--- config.mk ---
export PLATFORM = sky130hd
export DESIGN_NAME = serial_port_config_regs
export DESIGN_NICKNAME = d
export VERILOG_FILES = /design/src/core/serial_regs_pkg.sv /design/src/core/pin_sync.sv /design/src/core/serial_port_config_regs.sv
export SDC_FILE = /design/constraint.sdc
export NUM_CORES = 1
export LEC_CHECK = 0
export ABC_AREA = 0
export BUFFER_PORTS_ARGS = -buffer_cell sky130_fd_sc_hd__buf_2
export CAP_MARGIN = 25
export CORE_MARGIN = 1.5
export CORE_UTILIZATION = 24
export CTS_BUF_LIST = sky130_fd_sc_hd__clkbuf_8 sky130_fd_sc_hd__clkbuf_16
export CTS_CLUSTER_DIAMETER = 50
export DETAILED_ROUTE_END_ITERATION = 7
export PLACE_DENSITY = 0.42
export SLEW_MARGIN = 20
export SYNTH_ARGS = -nofsm -noshare
export SYNTH_HDL_FRONTEND = slang
export SYNTH_HIERARCHICAL = 1
export SYNTH_SLANG_ARGS = --single-unit
--- constraint.sdc ---
create_clock -name sys_clk_in -period 3.8 [get_ports sys_clk_in]
set_input_delay 0.38 -clock sys_clk_in [delete_from_list [all_inputs] [get_ports sys_clk_in]]
set_output_delay 0.38 -clock sys_clk_in [all_outputs]
set_load 0.1 [all_outputs]
--- src/core/serial_regs_pkg.sv ---
// Constants for the serial control port register bank
package serial_regs_pkg;

  localparam int unsigned ADDR_W = 13;

  localparam logic [12:0] SERIAL_PORT_SETUP_ADDR    = 13'h0000;
  localparam logic [12:0] DEVICE_VARIANT_CODE_ADDR  = 13'h0003;
  localparam logic [12:0] READBACK_SOURCE_ADDR      = 13'h0004;
  localparam logic [12:0] OSCILLATOR_DIVIDE_ADDR    = 13'h01E0;
  localparam logic [12:0] CLOCK_SOURCE_ADDR         = 13'h01E1;
  localparam logic [12:0] POWERDOWN_SYNC_ADDR       = 13'h0230;
  localparam logic [12:0] SYSTEM_RESERVED_ADDR      = 13'h0231;
  localparam logic [12:0] REGISTER_UPDATE_ADDR      = 13'h0232;

  localparam logic [7:0] SERIAL_PORT_SETUP_RST = 8'h18;
  localparam logic [7:0] OSCILLATOR_DIVIDE_RST = 8'h02;
  localparam logic [7:0] CLOCK_SOURCE_RST      = 8'h00;
  localparam logic [7:0] POWERDOWN_SYNC_RST    = 8'h00;
  localparam logic [7:0] SYSTEM_RESERVED_RST   = 8'h00;
  localparam logic [7:0] REGISTER_UPDATE_RST   = 8'h00;

  // Implemented bits; the rest read as zero
  localparam logic [7:0] OSCILLATOR_DIVIDE_MASK = 8'h07;
  localparam logic [7:0] CLOCK_SOURCE_MASK      = 8'h1F;
  localparam logic [7:0] POWERDOWN_SYNC_MASK    = 8'h07;
  localparam logic [7:0] SYSTEM_RESERVED_MASK   = 8'h00;

  localparam int unsigned FOUR_WIRE_SELECT_BIT = 0;
  localparam int unsigned LSB_FIRST_BIT        = 1;
  localparam int unsigned SOFT_RESET_BIT       = 2;
  localparam int unsigned LONG_INSTR_BIT       = 3;
  localparam int unsigned READBACK_ACTIVE_BIT  = 0;
  localparam int unsigned UPDATE_ALL_BIT       = 0;

  localparam int unsigned INSTR_BITS   = 16;
  localparam int unsigned DATA_BITS    = 8;
  localparam int unsigned RW_BIT       = 15;
  localparam int unsigned LEN_HI_BIT   = 14;
  localparam int unsigned LEN_LO_BIT   = 13;
  localparam logic [1:0]  LEN_STREAM   = 2'h3;

  localparam int unsigned SYNC_STAGES  = 3;

  typedef enum logic [3:0] {
    ST_IDLE  = 4'b0001,
    ST_INSTR = 4'b0010,
    ST_DATA  = 4'b0100,
    ST_DONE  = 4'b1000
  } port_state_type;

endpackage

--- src/core/pin_sync.sv ---
// Three-stage pin synchroniser with agreement filter
`timescale 1ns/1ns
module pin_sync #(
  parameter int unsigned     WIDTH     = 1,
  parameter logic [WIDTH-1:0] RESET_VAL = '0
) (
  input  wire logic             clk_in,
  input  wire logic             rst_b_in,
  input  wire logic [WIDTH-1:0] async_in,
  output logic      [WIDTH-1:0] stable_out
);

  if (WIDTH < 1) begin : g_bad_width
    $error("pin_sync: WIDTH must be at least 1");
  end

  logic [WIDTH-1:0] meta_q;
  logic [WIDTH-1:0] s2_q;
  logic [WIDTH-1:0] s3_q;

  always_ff @(posedge clk_in or negedge rst_b_in) begin
    if (!rst_b_in) begin
      meta_q     <= RESET_VAL;
      s2_q       <= RESET_VAL;
      s3_q       <= RESET_VAL;
      stable_out <= RESET_VAL;
    end else begin
      meta_q <= async_in;
      s2_q   <= meta_q;
      s3_q   <= s2_q;
      // A level counts only once two later stages agree
      for (int i = 0; i < WIDTH; i++) begin
        if (s2_q[i] == s3_q[i]) begin
          stable_out[i] <= s3_q[i];
        end
      end
    end
  end

endmodule

--- src/core/serial_port_config_regs.sv ---
// Serial control port slave with buffered and active register bank
`timescale 1ns/1ns
module serial_port_config_regs #(
  // Arbitrary neutral value
  parameter logic [7:0] VARIANT_CODE = 8'h5A
) (
  input  wire logic       sys_clk_in,
  input  wire logic       rst_b_in,
  input  wire logic       port_sclk_in,
  input  wire logic       port_cs_b_in,
  input  wire logic       port_sdio_in,
  output logic            port_sdio_out,
  output logic            port_sdio_oe_out,
  output logic            serial_out_pin_out,
  output logic            serial_out_pin_oe_out,
  output logic [7:0]      oscillator_divide_out,
  output logic [7:0]      clock_source_out,
  output logic [7:0]      powerdown_sync_out,
  output logic            soft_reset_out
);

  logic                          rst_meta_q;
  logic                          rst_b_q;
  logic [2:0]                    pins_s;
  logic                          cs_b_s;
  logic                          sclk_s;
  logic                          sdio_s;
  logic                          sclk_prev_q;
  logic                          sclk_rise;
  logic                          sclk_fall;
  serial_regs_pkg::port_state_type state_q;
  logic [3:0]                    bit_cnt_q;
  logic [15:0]                   shift_q;
  logic [15:0]                   shift_d;
  logic                          rd_q;
  logic [1:0]                    len_q;
  logic [1:0]                    bytes_q;
  logic [12:0]                   addr_q;
  logic [12:0]                   addr_d;
  logic [7:0]                    tx_q;
  logic [7:0]                    rx_byte;
  logic                          instr_done;
  logic                          byte_done;
  logic                          wr_fire;
  logic [7:0]                    setup_q;
  logic                          rb_active_q;
  logic [7:0]                    div_buf_q;
  logic [7:0]                    src_buf_q;
  logic [7:0]                    pds_buf_q;
  logic                          update_q;
  logic                          lsb_first;
  logic                          four_wire;
  logic                          soft_rst;

  // Reset release through two flops
  always_ff @(posedge sys_clk_in or negedge rst_b_in) begin
    if (!rst_b_in) begin
      rst_meta_q <= 1'b0;
      rst_b_q    <= 1'b0;
    end else begin
      rst_meta_q <= 1'b1;
      rst_b_q    <= rst_meta_q;
    end
  end

  pin_sync #(
    .WIDTH     (3),
    .RESET_VAL (3'h4)
  ) u_pin_sync (
    .clk_in     (sys_clk_in),
    .rst_b_in   (rst_b_q),
    .async_in   ({port_cs_b_in, port_sclk_in, port_sdio_in}),
    .stable_out (pins_s)
  );

  assign cs_b_s    = pins_s[2];
  assign sclk_s    = pins_s[1];
  assign sdio_s    = pins_s[0];
  assign lsb_first = setup_q[serial_regs_pkg::LSB_FIRST_BIT];
  assign four_wire = setup_q[serial_regs_pkg::FOUR_WIRE_SELECT_BIT];
  assign soft_rst  = setup_q[serial_regs_pkg::SOFT_RESET_BIT];

  always_ff @(posedge sys_clk_in or negedge rst_b_q) begin
    if (!rst_b_q) begin
      sclk_prev_q <= 1'b0;
    end else begin
      sclk_prev_q <= sclk_s;
    end
  end

  assign sclk_rise = sclk_s & ~sclk_prev_q & ~cs_b_s;
  assign sclk_fall = ~sclk_s & sclk_prev_q & ~cs_b_s;

  assign shift_d = lsb_first ? {sdio_s, shift_q[15:1]} : {shift_q[14:0], sdio_s};
  assign rx_byte = lsb_first ? shift_d[15:8] : shift_d[7:0];
  assign addr_d  = lsb_first ? addr_q + 13'h0001 : addr_q - 13'h0001;

  assign instr_done = sclk_rise && (state_q == serial_regs_pkg::ST_INSTR)
                      && (bit_cnt_q == 4'(serial_regs_pkg::INSTR_BITS - 1));
  assign byte_done  = sclk_rise && (state_q == serial_regs_pkg::ST_DATA)
                      && (bit_cnt_q == 4'(serial_regs_pkg::DATA_BITS - 1));
  assign wr_fire    = byte_done && !rd_q;

  function automatic logic [7:0] pick(input logic [7:0] buf_v, input logic [7:0] act_v,
                                      input logic sel);
    return sel ? act_v : buf_v;
  endfunction

  function automatic logic [7:0] read_value(input logic [12:0] a);
    logic [7:0] v;
    v = 8'h00;
    if (a == serial_regs_pkg::SERIAL_PORT_SETUP_ADDR) begin
      v = setup_q;
    end else if (a == serial_regs_pkg::DEVICE_VARIANT_CODE_ADDR) begin
      v = VARIANT_CODE;
    end else if (a == serial_regs_pkg::READBACK_SOURCE_ADDR) begin
      v = {7'h00, rb_active_q};
    end else if (a == serial_regs_pkg::OSCILLATOR_DIVIDE_ADDR) begin
      v = pick(div_buf_q, oscillator_divide_out, rb_active_q);
    end else if (a == serial_regs_pkg::CLOCK_SOURCE_ADDR) begin
      v = pick(src_buf_q, clock_source_out, rb_active_q);
    end else if (a == serial_regs_pkg::POWERDOWN_SYNC_ADDR) begin
      v = pick(pds_buf_q, powerdown_sync_out, rb_active_q);
    end else if (a == serial_regs_pkg::REGISTER_UPDATE_ADDR) begin
      v = {7'h00, update_q};
    end
    return v;
  endfunction

  // Transfer sequencing
  always_ff @(posedge sys_clk_in or negedge rst_b_q) begin
    if (!rst_b_q) begin
      state_q   <= serial_regs_pkg::ST_IDLE;
      bit_cnt_q <= 4'h0;
      shift_q   <= 16'h0000;
      rd_q      <= 1'b0;
      len_q     <= 2'h0;
      bytes_q   <= 2'h0;
      addr_q    <= 13'h0000;
    end else if (cs_b_s) begin
      state_q   <= serial_regs_pkg::ST_IDLE;
      bit_cnt_q <= 4'h0;
    end else begin
      case (state_q)
        serial_regs_pkg::ST_IDLE: begin
          state_q   <= serial_regs_pkg::ST_INSTR;
          bit_cnt_q <= 4'h0;
        end
        serial_regs_pkg::ST_INSTR: begin
          if (sclk_rise) begin
            shift_q   <= shift_d;
            bit_cnt_q <= bit_cnt_q + 4'h1;
          end
          if (instr_done) begin
            state_q   <= serial_regs_pkg::ST_DATA;
            bit_cnt_q <= 4'h0;
            rd_q      <= shift_d[serial_regs_pkg::RW_BIT];
            len_q     <= shift_d[serial_regs_pkg::LEN_HI_BIT:serial_regs_pkg::LEN_LO_BIT];
            bytes_q   <= 2'h0;
            addr_q    <= shift_d[serial_regs_pkg::ADDR_W-1:0];
          end
        end
        serial_regs_pkg::ST_DATA: begin
          if (sclk_rise) begin
            shift_q   <= shift_d;
            bit_cnt_q <= bit_cnt_q + 4'h1;
          end
          if (byte_done) begin
            bit_cnt_q <= 4'h0;
            addr_q    <= addr_d;
            bytes_q   <= bytes_q + 2'h1;
            if ((len_q != serial_regs_pkg::LEN_STREAM) && (bytes_q == len_q)) begin
              state_q <= serial_regs_pkg::ST_DONE;
            end
          end
        end
        serial_regs_pkg::ST_DONE: begin
          state_q <= serial_regs_pkg::ST_DONE;
        end
        default: begin
          state_q <= serial_regs_pkg::ST_IDLE;
        end
      endcase
    end
  end

  // Read data: loaded on the last rising edge, shifted out on falling edges
  always_ff @(posedge sys_clk_in or negedge rst_b_q) begin
    if (!rst_b_q) begin
      tx_q                  <= 8'h00;
      port_sdio_out         <= 1'b0;
      port_sdio_oe_out      <= 1'b0;
      serial_out_pin_out    <= 1'b0;
      serial_out_pin_oe_out <= 1'b0;
    end else if (cs_b_s) begin
      port_sdio_oe_out      <= 1'b0;
      serial_out_pin_oe_out <= 1'b0;
    end else if (instr_done) begin
      tx_q <= read_value(shift_d[serial_regs_pkg::ADDR_W-1:0]);
    end else if (byte_done) begin
      tx_q <= read_value(addr_d);
    end else if (sclk_fall && rd_q && (state_q == serial_regs_pkg::ST_DATA)) begin
      tx_q <= lsb_first ? {1'b0, tx_q[7:1]} : {tx_q[6:0], 1'b0};
      if (four_wire) begin
        serial_out_pin_out    <= lsb_first ? tx_q[0] : tx_q[7];
        serial_out_pin_oe_out <= 1'b1;
      end else begin
        port_sdio_out    <= lsb_first ? tx_q[0] : tx_q[7];
        port_sdio_oe_out <= 1'b1;
      end
    end
  end

  // Port setup register; soft reset leaves it writable so it can be cleared
  always_ff @(posedge sys_clk_in or negedge rst_b_q) begin
    if (!rst_b_q) begin
      setup_q <= serial_regs_pkg::SERIAL_PORT_SETUP_RST;
    end else if (wr_fire && (addr_q == serial_regs_pkg::SERIAL_PORT_SETUP_ADDR)) begin
      setup_q <= rx_byte;
    end
  end

  always_ff @(posedge sys_clk_in or negedge rst_b_q) begin
    if (!rst_b_q) begin
      rb_active_q <= 1'b0;
      div_buf_q   <= serial_regs_pkg::OSCILLATOR_DIVIDE_RST;
      src_buf_q   <= serial_regs_pkg::CLOCK_SOURCE_RST;
      pds_buf_q   <= serial_regs_pkg::POWERDOWN_SYNC_RST;
    end else if (soft_rst) begin
      rb_active_q <= 1'b0;
      div_buf_q   <= serial_regs_pkg::OSCILLATOR_DIVIDE_RST;
      src_buf_q   <= serial_regs_pkg::CLOCK_SOURCE_RST;
      pds_buf_q   <= serial_regs_pkg::POWERDOWN_SYNC_RST;
    end else if (wr_fire) begin
      if (addr_q == serial_regs_pkg::READBACK_SOURCE_ADDR) begin
        rb_active_q <= rx_byte[serial_regs_pkg::READBACK_ACTIVE_BIT];
      end else if (addr_q == serial_regs_pkg::OSCILLATOR_DIVIDE_ADDR) begin
        div_buf_q <= rx_byte & serial_regs_pkg::OSCILLATOR_DIVIDE_MASK;
      end else if (addr_q == serial_regs_pkg::CLOCK_SOURCE_ADDR) begin
        src_buf_q <= rx_byte & serial_regs_pkg::CLOCK_SOURCE_MASK;
      end else if (addr_q == serial_regs_pkg::POWERDOWN_SYNC_ADDR) begin
        pds_buf_q <= rx_byte & serial_regs_pkg::POWERDOWN_SYNC_MASK;
      end
    end
  end

  always_ff @(posedge sys_clk_in or negedge rst_b_q) begin
    if (!rst_b_q) begin
      update_q <= 1'b0;
    end else begin
      update_q <= wr_fire && !soft_rst
                  && (addr_q == serial_regs_pkg::REGISTER_UPDATE_ADDR)
                  && rx_byte[serial_regs_pkg::UPDATE_ALL_BIT];
    end
  end

  always_ff @(posedge sys_clk_in or negedge rst_b_q) begin
    if (!rst_b_q) begin
      oscillator_divide_out <= serial_regs_pkg::OSCILLATOR_DIVIDE_RST;
      clock_source_out      <= serial_regs_pkg::CLOCK_SOURCE_RST;
      powerdown_sync_out    <= serial_regs_pkg::POWERDOWN_SYNC_RST;
    end else if (soft_rst) begin
      oscillator_divide_out <= serial_regs_pkg::OSCILLATOR_DIVIDE_RST;
      clock_source_out      <= serial_regs_pkg::CLOCK_SOURCE_RST;
      powerdown_sync_out    <= serial_regs_pkg::POWERDOWN_SYNC_RST;
    end else if (update_q) begin
      oscillator_divide_out <= div_buf_q;
      clock_source_out      <= src_buf_q;
      powerdown_sync_out    <= pds_buf_q;
    end
  end

  always_ff @(posedge sys_clk_in or negedge rst_b_q) begin
    if (!rst_b_q) begin
      soft_reset_out <= 1'b0;
    end else begin
      soft_reset_out <= soft_rst;
    end
  end

endmodule

== After elaboration in Yosys (flattened, before gate mapping) ==
Cells that the tools add are included.
Word-level totals
  bits of input ports: 5
  register bits: 128
  logic and storage cells: 201
  output and inout port bits: 29
Cells by class
  reductions and logical operators: 42
  add/sub/neg operators: 4
  bitwise operators: 10
  mux-type cells: 75
  equality and inequality tests: 39
Operator list (number)
  $mux 8: 41
  $eq 13x10->1 const B: 6
  $eq 13x9->1 const B: 6
  $eq 13x3->1 const B: 3
  $logic_not 13->1: 3
  $mux 13: 3
  $mux 4: 8
  $eq 13x2->1 const B: 2
  $pmux 13 s2: 1
  $reduce_bool 2->1: 9
  $mux 1: 16
  $mux 16: 1
  $pmux 4 s4: 1
  $reduce_and 4->1: 4
  $reduce_and 5->1: 3
  $add 13x1->13 const B: 1
  $sub 13x1->13 const B: 1
  $logic_and 1x1->1: 12
  $ne 2x2->1 const B: 6
  $pmux 4 s3: 1
  $reduce_and 3->1: 4
  $ne 3x2->1 const B: 3
  $eq 4x3->1 const B: 2
  $eq 4x4->1 const B: 2
  16 further kinds: 31

== Longest topological paths before layout ==
Gate-level depths: netlist of run 1.
  word-level depth: 12
  depth in mapped cells: 13
  depth with buffers taken out: 11

== By module ==
Netlist of run 1, hierarchy kept.
Modules (own cells, without submodules)
  serial_port_config_regs: cells each 701, area an instance 6110.9 um^2, times used 1
  pin_sync: cells each 15, area an instance 339.1 um^2, times used 1

== Worst setup path before layout of run 1 ==
OpenSTA, ideal clock, no wires.
  kind: reg-to-reg
  start point: register setup_q[1]
  end point: register tx_q[0]
  stages on the path, launching flop included: 11
  slack: 0.431 ns
  buffers on the path: 0
  arrival: 3.243 ns
  setup time: 0.126 ns
  path through: dfrtp_1 clkinv_1 ha_1 and3_2 a22o_1 a211o_2 o31ai_4 nand4_2 or3_1 o211a_1 a221o_1
Between the ends
  longest elaborated chain between the ends: 11
  elaborated cells on any way between the ends: 34
RTL lines
  start: declaration: line serial_port_config_regs.sv:45  | logic [7:0] setup_q;
  start signal: assignment: line serial_port_config_regs.sv:217  | setup_q <= serial_regs_pkg::SERIAL_PORT_SETUP_RST;
  start signal: assignment: line serial_port_config_regs.sv:219  | setup_q <= rx_byte;
  $mux 13: line serial_port_config_regs.sv:96  | assign addr_d = lsb_first ? addr_q + 13'h0001 : addr_q - 13'h0001;
  $eq 13x10->1: line serial_port_config_regs.sv:124  | end else if (a == serial_regs_pkg::REGISTER_UPDATE_ADDR) begin
  $mux 1: line serial_port_config_regs.sv:124
  $mux 8: line serial_port_config_regs.sv:122  | end else if (a == serial_regs_pkg::POWERDOWN_SYNC_ADDR) begin
  $mux 8: line serial_port_config_regs.sv:120  | end else if (a == serial_regs_pkg::CLOCK_SOURCE_ADDR) begin
  $mux 8: line serial_port_config_regs.sv:118  | end else if (a == serial_regs_pkg::OSCILLATOR_DIVIDE_ADDR) begin
  $mux 8: line serial_port_config_regs.sv:116  | end else if (a == serial_regs_pkg::READBACK_SOURCE_ADDR) begin
  $mux 8: line serial_port_config_regs.sv:114  | end else if (a == serial_regs_pkg::DEVICE_VARIANT_CODE_ADDR) begin
  $mux 8: line serial_port_config_regs.sv:112  | if (a == serial_regs_pkg::SERIAL_PORT_SETUP_ADDR) begin
  $mux 8: line serial_port_config_regs.sv:200  | end else if (byte_done) begin
  $mux 8 (*): line serial_port_config_regs.sv:198  | end else if (instr_done) begin
  end signal: assignment: line serial_port_config_regs.sv:199  | tx_q <= read_value(shift_d[serial_regs_pkg::ADDR_W-1:0]);
  end signal: assignment: line serial_port_config_regs.sv:201  | tx_q <= read_value(addr_d);
  end signal: assignment: line serial_port_config_regs.sv:203  | tx_q <= lsb_first ? {1'b0, tx_q[7:1]} : {tx_q[6:0], 1'b0};
  end: declaration: line serial_port_config_regs.sv:40  | logic [7:0] tx_q;
Mark *: on every way between the ends. The rest lies on a longest branch, timed or not. The select of a mux whose other input is x is not followed.
A chain may end at the register's enable or synchronous reset.

== Worst setup path in the final report of run 1 ==
Same ends and word-level chain as after synthesis.

==> impl_metrics.env, run 1 <==
export IMPL_tns_ns=0
export IMPL_wirelength_um=18980
export IMPL_setup_viol=0
export IMPL_finalHoldViolCount=0
export IMPL_ios=34
export IMPL_synthTopCellsByArea="dfrtp_1, mux2i_1, o21ai_0"
export IMPL_power_density_mw_per_mm2=339.5
export IMPL_start_util_pct=24.61
export IMPL_ys_types=85
export IMPL_slew_headroom_pct=40.26
export IMPL_end_kind="register"
export IMPL_cp_arrival_ns=3.74
export IMPL_num_vias=5304
export IMPL_root_buffer="clkbuf_16"
export IMPL_skew_ns=0.009423
export IMPL_drc=0
export IMPL_hold_class="input pin to register"
export IMPL_synth_top_cell_area_share_pct=36.08
export IMPL_fin_cells=1078
export IMPL_clk_pin_slew_worst_paths_ns=0.08
export IMPL_htreeDepth=3
export IMPL_antenna_found_initial=0
export IMPL_drive_gt1_share_pct=16.55
export IMPL_final_nets=760
export IMPL_cts_tree="done"
export IMPL_fp_dieW_um=166.9
export IMPL_synth_largest_area_cell="dfrtp_1"
export IMPL_p_leak_nw=3.137
export IMPL_syn_area_mm2=0.006450
export IMPL_row_count=59
export IMPL_area_growth_pct=13.35
export IMPL_synthTopCellsByCount="dfrtp_1, nand2_1, nor2_1, o21ai_0, a21oi_1"
export IMPL_dp_cells=1059
export IMPL_firstDrtPassIters=5
export IMPL_syn_area_per_cell_um2=9.008
export IMPL_vias_per_cell=4.920
export IMPL_ys_flop_type="dfrtp_1"
export IMPL_wl_met2_um=8344
export IMPL_cts_buffer_depth=2
export IMPL_period_minus_slack_ns=3.502
export IMPL_netlist_instances=716
export IMPL_grt_max_degree=65
export IMPL_die_area_mm2=0.02787
export IMPL_peakVddDrop_mv=0.2349
export IMPL_grt_pass1_vias=5234
export IMPL_core_area_mm2=0.02621
export IMPL_place_congestion=0.8337
export IMPL_synth_edff_count=0
export IMPL_antenna_cells=0
export IMPL_rsz0062_at_grt="no"
export IMPL_hold_ws_ns=0.1183
export IMPL_synthArstFlopShare_pct=100.0
export IMPL_wl_per_cell_um=17.61
export IMPL_fmax_ghz=0.2855
export IMPL_ys_ff_latch=102
export IMPL_status="complete, no violations"
export IMPL_r2r_cells=10
export IMPL_top_layer="met4"
export IMPL_wl_met3_um=564
export IMPL_critPathMaxFanout=12
export IMPL_tightest_slew_ns=0.8962
export IMPL_min_path_cells=1
export IMPL_globalRouteOverflowTotal=0
export IMPL_cts_sinks=102
export IMPL_portBuffers=20
export IMPL_slew_violations=0
export IMPL_ys_warn_count=6
export IMPL_finalCritPeriodShare_pct=92.16
export IMPL_hpwl_um=14170
export IMPL_startpoint_type="register"
export IMPL_clk_latency_ns=0.36
export IMPL_die_h_um=166.9
export IMPL_grtUsageTotal_pct=14.10
export IMPL_ant_nets=0
export IMPL_drt_iter0_drc=366
export IMPL_crit_type="register to register"
export IMPL_ys_seq_area_share_pct=39.75
export IMPL_power_mw=2.482
export IMPL_yosys_cell_count_top_type="dfrtp_1"
export IMPL_numCtsBuffers=9
export IMPL_cap_violations=0
export IMPL_grt_pass1_wl_um=30560
export IMPL_wl_met1_um=9635
export IMPL_required_ns=4.04
==> cells by family after synthesis <==
family	share of synthesized area (%)
AND/OR/NAND/NOR	19.11
AO/OA/AOI/OAI	21.69
flip-flops	39.75
buffers and inverters	5.373
multiplexers	8.400
adder cells (fa/ha/maj)	3.938
XOR/XNOR	1.629
other	0.1164
==> per-stage QoR <==
stage / setup slack [ns] / util [%] / area, um2
floorplan: 0.4306 / - / 6495
global placement: 0.2060 / 26.54 / 6955
detailed placement: 0.1456 / 26.54 / 6955
CTS: 0.1442 / 27.79 / 7282
global route: 0.05642 / 27.90 / 7311
finish: 0.2980 / 27.90 / 7311
==> critical path: stages (launching register included) <==
cell	delay [ns]
dfrtp_2	0.40
clkinvlp_4	0.26
ha_1	0.44
a211oi_2	0.33
o21ai_2	0.11
a31oi_1	0.35
a41oi_1	0.26
nand3b_1	0.39
o41a_1	0.44
o211a_1	0.13
a221o_1	0.27
==> power by group <==
group          switching, mW  total (mW)  leakage (nW)  internal (mW)
sequential            0.0551        1.18          1.36           1.12
clock                  0.445        1.00         0.158          0.556
combinational          0.208       0.305          1.62         0.0970
==> final timing paths <==
kind | end | from | slack [ns]
setup / recovery | tx_q[0]$_DFFE_PN0P_ | setup_q[1]$_DFFE_PN0P_ | 0.30
hold / removal | u_pin_sync/meta_q[2]$_DFF_PN1_ | port_cs_b_in | 0.12
setup reg to reg | tx_q[0]$_DFFE_PN0P_ | setup_q[1]$_DFFE_PN0P_ | 0.30
hold reg to reg | u_pin_sync/s2_q[0]$_DFF_PN0_ | u_pin_sync/meta_q[0]$_DFF_PN0_ | 0.35
max in group asynchronous | state_q[0]$_DFFE_PN1P_ | rst_b_q$_DFF_PN0_ | 2.59
min in group asynchronous | rst_b_q$_DFF_PN0_ | rst_b_in | 0.33
==> repair_timing <==
item / 4_1_cts / 5_1_grt
setup endpoints to repair: 0 / 8
endpoints found under the hold margin: 2 / 0
gates resized for setup: 0 / 3
buffers inserted: 0 / 2
hold buffers: 1 / 0
==> sequential cells by signal, indices dropped and copies added (netlist names), 2 cells and up <==
| name | count |
|---|---|
| shift_q | 16 |
| addr_q | 13 |
| setup_q | 8 |
| tx_q | 8 |
| clock_source_out | 5 |
| src_buf_q | 5 |
| bit_cnt_q | 4 |
| state_q | 4 |
| div_buf_q | 3 |
| oscillator_divide_out | 3 |
| pds_buf_q | 3 |
| powerdown_sync_out | 3 |
| u_pin_sync/meta_q | 3 |
| u_pin_sync/s2_q | 3 |
| u_pin_sync/s3_q | 3 |
| u_pin_sync/stable_out | 3 |
| bytes_q | 2 |
| len_q | 2 |
==> layout make-up <==
| type | instances | area (um2) |
|---|---|---|
| Clock buffer | 11 | 252.7 |
| Clock inverter | 5 | 63.81 |
| Fill cell | 2791 | 18900 |
| Inverter | 17 | 67.56 |
| Multi-Input combinational cell | 558 | 3598 |
| Sequential cell | 102 | 2569 |
| Tap cell | 335 | 419.2 |
| Timing Repair Buffer | 50 | 340.3 |
==> layer usage <==
layer | vias up | GRT usage [%]
li1 | 2639 | -
met1 | 2540 | 20.02
met2 | 102 | 21.32
met3 | 23 | 2.400
met4 | 0 | 5.217
met5 | - | 0
==> cell usage in the layout, fill, tap and decap left out, types with 17 or more instances in the layout <==
master | synthesis | routed
nor2_1 | 65 | 65
buf_4 | 15 | 28
buf_2 | 4 | 20
nand2_1 | 71 | 71
a21oi_1 | 45 | 45
dfrtp_1 | 93 | 91
mux2i_1 | 35 | 35
nand3_1 | 17 | 17
mux2_2 | 17 | 17
o21ai_0 | 65 | 64
Power figures use the tool's default switching activity.
==> run 2, diff against run 1 <==
--- a/config.mk
+++ b/config.mk
@@ -5,7 +5,7 @@
 export SDC_FILE = /design/constraint.sdc
 export NUM_CORES = 1
 export LEC_CHECK = 0
-export ABC_AREA = 0
+export ABC_AREA = 1
 export BUFFER_PORTS_ARGS = -buffer_cell sky130_fd_sc_hd__buf_2
 export CAP_MARGIN = 25
 export CORE_MARGIN = 1.5
@@ -14,6 +14,7 @@
 export CTS_CLUSTER_DIAMETER = 50
 export DETAILED_ROUTE_END_ITERATION = 7
 export PLACE_DENSITY = 0.42
+export REMOVE_ABC_BUFFERS = 1
 export SLEW_MARGIN = 20
 export SYNTH_ARGS = -nofsm -noshare
 export SYNTH_HDL_FRONTEND = slang
==> constraint.sdc (replaced) <==
create_clock -name sys_clk_in -period 3.5 [get_ports sys_clk_in]
set_input_delay 0.35 -clock sys_clk_in [delete_from_list [all_inputs] [get_ports sys_clk_in]]
set_output_delay 0.35 -clock sys_clk_in [all_outputs]
set_load 0.1 [all_outputs]
==> run 2 against run 1 <==
Net effect:
- final cell count grew 20%
- sequential cell count unchanged
- clock-buffer cell count is 2 lower
- global-route usage rose by 0.49 points
- clock power barely moved
- wire length increased by 4.9%
- sequential share of layout area is essentially flat
- critical path depth increased by 9
- clock skew rose by 0.0040 ns
- largest cell class unchanged
==> impl_metrics.env, run 2 <==
export IMPL_synthArstFlopShare_pct=100.0
export IMPL_power_density_mw_per_mm2=375.8
export IMPL_internal_power_mw=1.843
export IMPL_status="complete, no violations"
export IMPL_place_congestion=0.8125
export IMPL_crit_chain="inv_1, fa_1, inv_1, nand3_1, nand2_2, nand2_1, nand2_2, nand2_2, nand2_4, xor2_4, nand2_2, nor2_4, inv_2, o21ai_2, inv_2, nand2_1, nand2_1, nand2_1, nand2_1"
export IMPL_hpwl_um=15580
export IMPL_hold_class="input pin to register"
export IMPL_synth_largest_area_cell="dfrtp_1"
export IMPL_clk_pin_slew_worst_paths_ns=0.08
export IMPL_grtUsageTotal_pct=14.59
export IMPL_switchingPower_mw=0.9044
export IMPL_antenna_found_initial=0
export IMPL_slew_violations=0
export IMPL_rsz0062_at_grt="no"
export IMPL_period_minus_slack_ns=3.085
export IMPL_clk_latency_ns=0.36
export IMPL_p_clk_share_pct=36.7
export IMPL_crit_top_cell="nand2_1"
export IMPL_final_nets=966
export IMPL_syn_area_per_cell_um2=7.102
export IMPL_top_regs="shift_q x16, addr_q x13"
export IMPL_vias_per_cell=4.626
export IMPL_synthTopCellsByArea="dfrtp_1, nand2_1, inv_1"
export IMPL_wirelength_um=19910
export IMPL_finalHoldViolCount=0
export IMPL_core_area_mm2=0.02688
export IMPL_synth_top_cell_area_share_pct=35.46
export IMPL_start_util_pct=24.42
export IMPL_synth_compound_area_share_pct=15.21
export IMPL_yosys_cell_count_top_type="nand2_1"
export IMPL_portBuffers=20
export IMPL_final_cell_mix="nand2_1, inv_1, dfrtp_1, o21ai_0, nor2_1"
export IMPL_drc=0
export IMPL_globalRouteOverflowTotal=0
export IMPL_area_growth_pct=11.40
export IMPL_ys_warn_count=6
export IMPL_pwr_share_comb_pct=16.3
export IMPL_end_kind="register"
export IMPL_tightest_slew_ns=0.7939
export IMPL_htreeDepth=3
export IMPL_drive_gt1_share_pct=10.43
export IMPL_ys_ff_latch=102
export IMPL_die_h_um=168.4
export IMPL_skew_ns=0.01346
export IMPL_setup_viol=0
export IMPL_p_leak_nw=3.630
export IMPL_antenna_cells=0
export IMPL_synth_adder_area_share_pct=3.356
export IMPL_fmax_ghz=0.3242
export IMPL_crit_type="register to register"
export IMPL_cp_num_buf_inv=4
export IMPL_fillCellCount=2998
export IMPL_rrSetupSlack_ns=0.42
export IMPL_ios=34
export IMPL_min_path_cells=1
export IMPL_synth_top_family_by_area="simple AND/OR/NAND/NOR gates"
export IMPL_netlist_instances=924
export IMPL_die_area_mm2=0.02835
export IMPL_peakVddDrop_mv=0.2057
export IMPL_cap_violations=0
export IMPL_wl_per_cell_um=15.44
export IMPL_firstDrtPassIters=4
export IMPL_critPathMaxFanout=14
export IMPL_crit_slowest_cell="dfrtp_1"
export IMPL_top_register="shift_q"
export IMPL_cp_arrival_ns=3.33
export IMPL_swShare_pct=32.92
export IMPL_ys_flop_type="dfrtp_1"
export IMPL_fp_dieW_um=168.4
export IMPL_cts_buffer_depth=2
export IMPL_ys_types=52
export IMPL_yosys_area_share_simple_pct=30.39
export IMPL_synthTopCellsByCount="nand2_1, inv_1, dfrtp_1"
export IMPL_hold_ws_ns=0.08192
export IMPL_cp_num_cells=19
export IMPL_cpLargestDelayFamily="simple AND/OR/NAND/NOR gates"
export IMPL_cts_sinks=102
export IMPL_finalCritPeriodShare_pct=88.14
export IMPL_drt_iter0_drc=390
export IMPL_r2r_cells=19
export IMPL_grt_pass1_wl_um=31880
export IMPL_ys_seq_area_share_pct=39.07
export IMPL_grt_max_degree=58
export IMPL_synthMuxAreaShare_pct=0
export IMPL_slew_headroom_pct=47.07
export IMPL_syn_area_mm2=0.006563
export IMPL_pwr_share_seq_pct=47.0
export IMPL_ant_nets=0
export IMPL_num_vias=5967
export IMPL_tns_ns=0
export IMPL_layout_commonest_cell="nand2_1"
export IMPL_row_count=60
export IMPL_cts_tree="done"
export IMPL_cts_setup_buffers=0
export IMPL_grt_pass1_vias=5778
export IMPL_largest_reg_flops=16
export IMPL_startpoint_type="register"
export IMPL_required_ns=3.75
export IMPL_cpPeakStageDelay_ns=0.49
export IMPL_root_buffer="clkbuf_16"
export IMPL_synth_edff_count=0
export IMPL_numCtsBuffers=9
export IMPL_synth_xor_area_share_pct=0.8008
[run 2: cell count changes in the layout (fill, tap and decap cells not counted), sizes merged, moves of 11 or more]
cell   change
mux2i     -35
buf       -21
nand3     +44
or3       -11
inv      +128
mux2      -17
nand2    +175
nor3      +17
nand4     +11
nor2      +12
o21ai     +22
[run 2: cells by family (layout without fill, tap and decap cells)]
| family | count (synthesis) | in the layout |
|---|---|---|
| simple gates | 448 | 448 |
| xor+xnor | 3 | 3 |
| flops | 102 | 102 |
| compound gates | 177 | 177 |
| buf+inv | 175 | 188 |
| fa+ha+maj | 17 | 17 |
| other cells | 2 | 14 |
[run 2: worst register-to-register path, stage by stage, from the launching register on]
cell and delay, ns:
dfrtp_1 0.49, inv_1 0.19, fa_1 0.47, inv_1 0.13, nand3_1 0.14, nand2_2 0.12
nand2_1 0.09, nand2_2 0.09, nand2_2 0.06, nand2_4 0.09, xor2_4 0.39, nand2_2 0.14
nor2_4 0.18, inv_2 0.06, o21ai_2 0.06, inv_2 0.04, nand2_1 0.06, nand2_1 0.05
nand2_1 0.06, nand2_1 0.05
[run 2: stage by stage]
stage / setup slack (ns) / std cells / util [%] / power (mW) / cell area, um2
2_1_floorplan: 0.06408 / 904 / - / 1.630 / 6419
3_3_place_gp: 0.4604 / 1273 / 26.08 / 1.767 / 7009
3_5_place_dp: 0.4498 / 1273 / 26.08 / 1.761 / 7009
4_1_cts: 0.4033 / 1290 / 27.20 / 2.794 / 7311
5_1_grt: 0.1135 / 1290 / 27.20 / 2.896 / 7311
6_report: 0.4152 / 1290 / 27.20 / 2.747 / 7311
[run 2: final cells by class]
class	instances	area, um2	share of cell area [%]
sequential	102	2567	35.12
timing repair buffer	29	170.2	2.328
tap	341	426.7	5.836
clock buffer	9	225.2	3.081
multi-input combinational	659	3318	45.39
inverter	143	536.8	7.342
clock inverter	7	66.31	0.9071
[run 2: worst paths after layout]
path                                             endpoint                           start
max                                   tx_q[0]$_DFFE_PN0P_           addr_q[0]$_DFFE_PN0P_
min                        u_pin_sync/meta_q[2]$_DFF_PN1_                    port_cs_b_in
max reg2reg                           tx_q[0]$_DFFE_PN0P_           addr_q[0]$_DFFE_PN0P_
min reg2reg                  u_pin_sync/s2_q[0]$_DFF_PN0_  u_pin_sync/meta_q[0]$_DFF_PN0_
max in group asynchronous          setup_q[3]$_DFFE_PN1P_               rst_b_q$_DFF_PN0_
min in group asynchronous               rst_b_q$_DFF_PN0_                        rst_b_in
[run 2: layer usage]
metal  GRT usage, %  share of wire, %  vias up
li1               -                 -     3021
met1          20.06                49     2824
met2          23.74                46      105
met3          1.598               2.9       17
met4          5.085               1.7        0
met5              0                 0        -
[run 2: what timing repair did]
action | in CTS | in global routing
hold buffers | 1 | 0
hold endpoints to repair | 2 | 0
endpoints found under the setup margin | 0 | 0
resized for setup | 0 | 0
[run 2: power groups by stage]
stage / clock network [mW] / registers (mW) / logic (mW)
2_1_floorplan: 0 / 1.31 / 0.322
3_3_place_gp: 0 / 1.32 / 0.451
3_5_place_dp: 0 / 1.32 / 0.444
4_1_cts: 1.05 / 1.29 / 0.448
5_1_grt: 1.09 / 1.30 / 0.504
6_report: 1.01 / 1.29 / 0.447
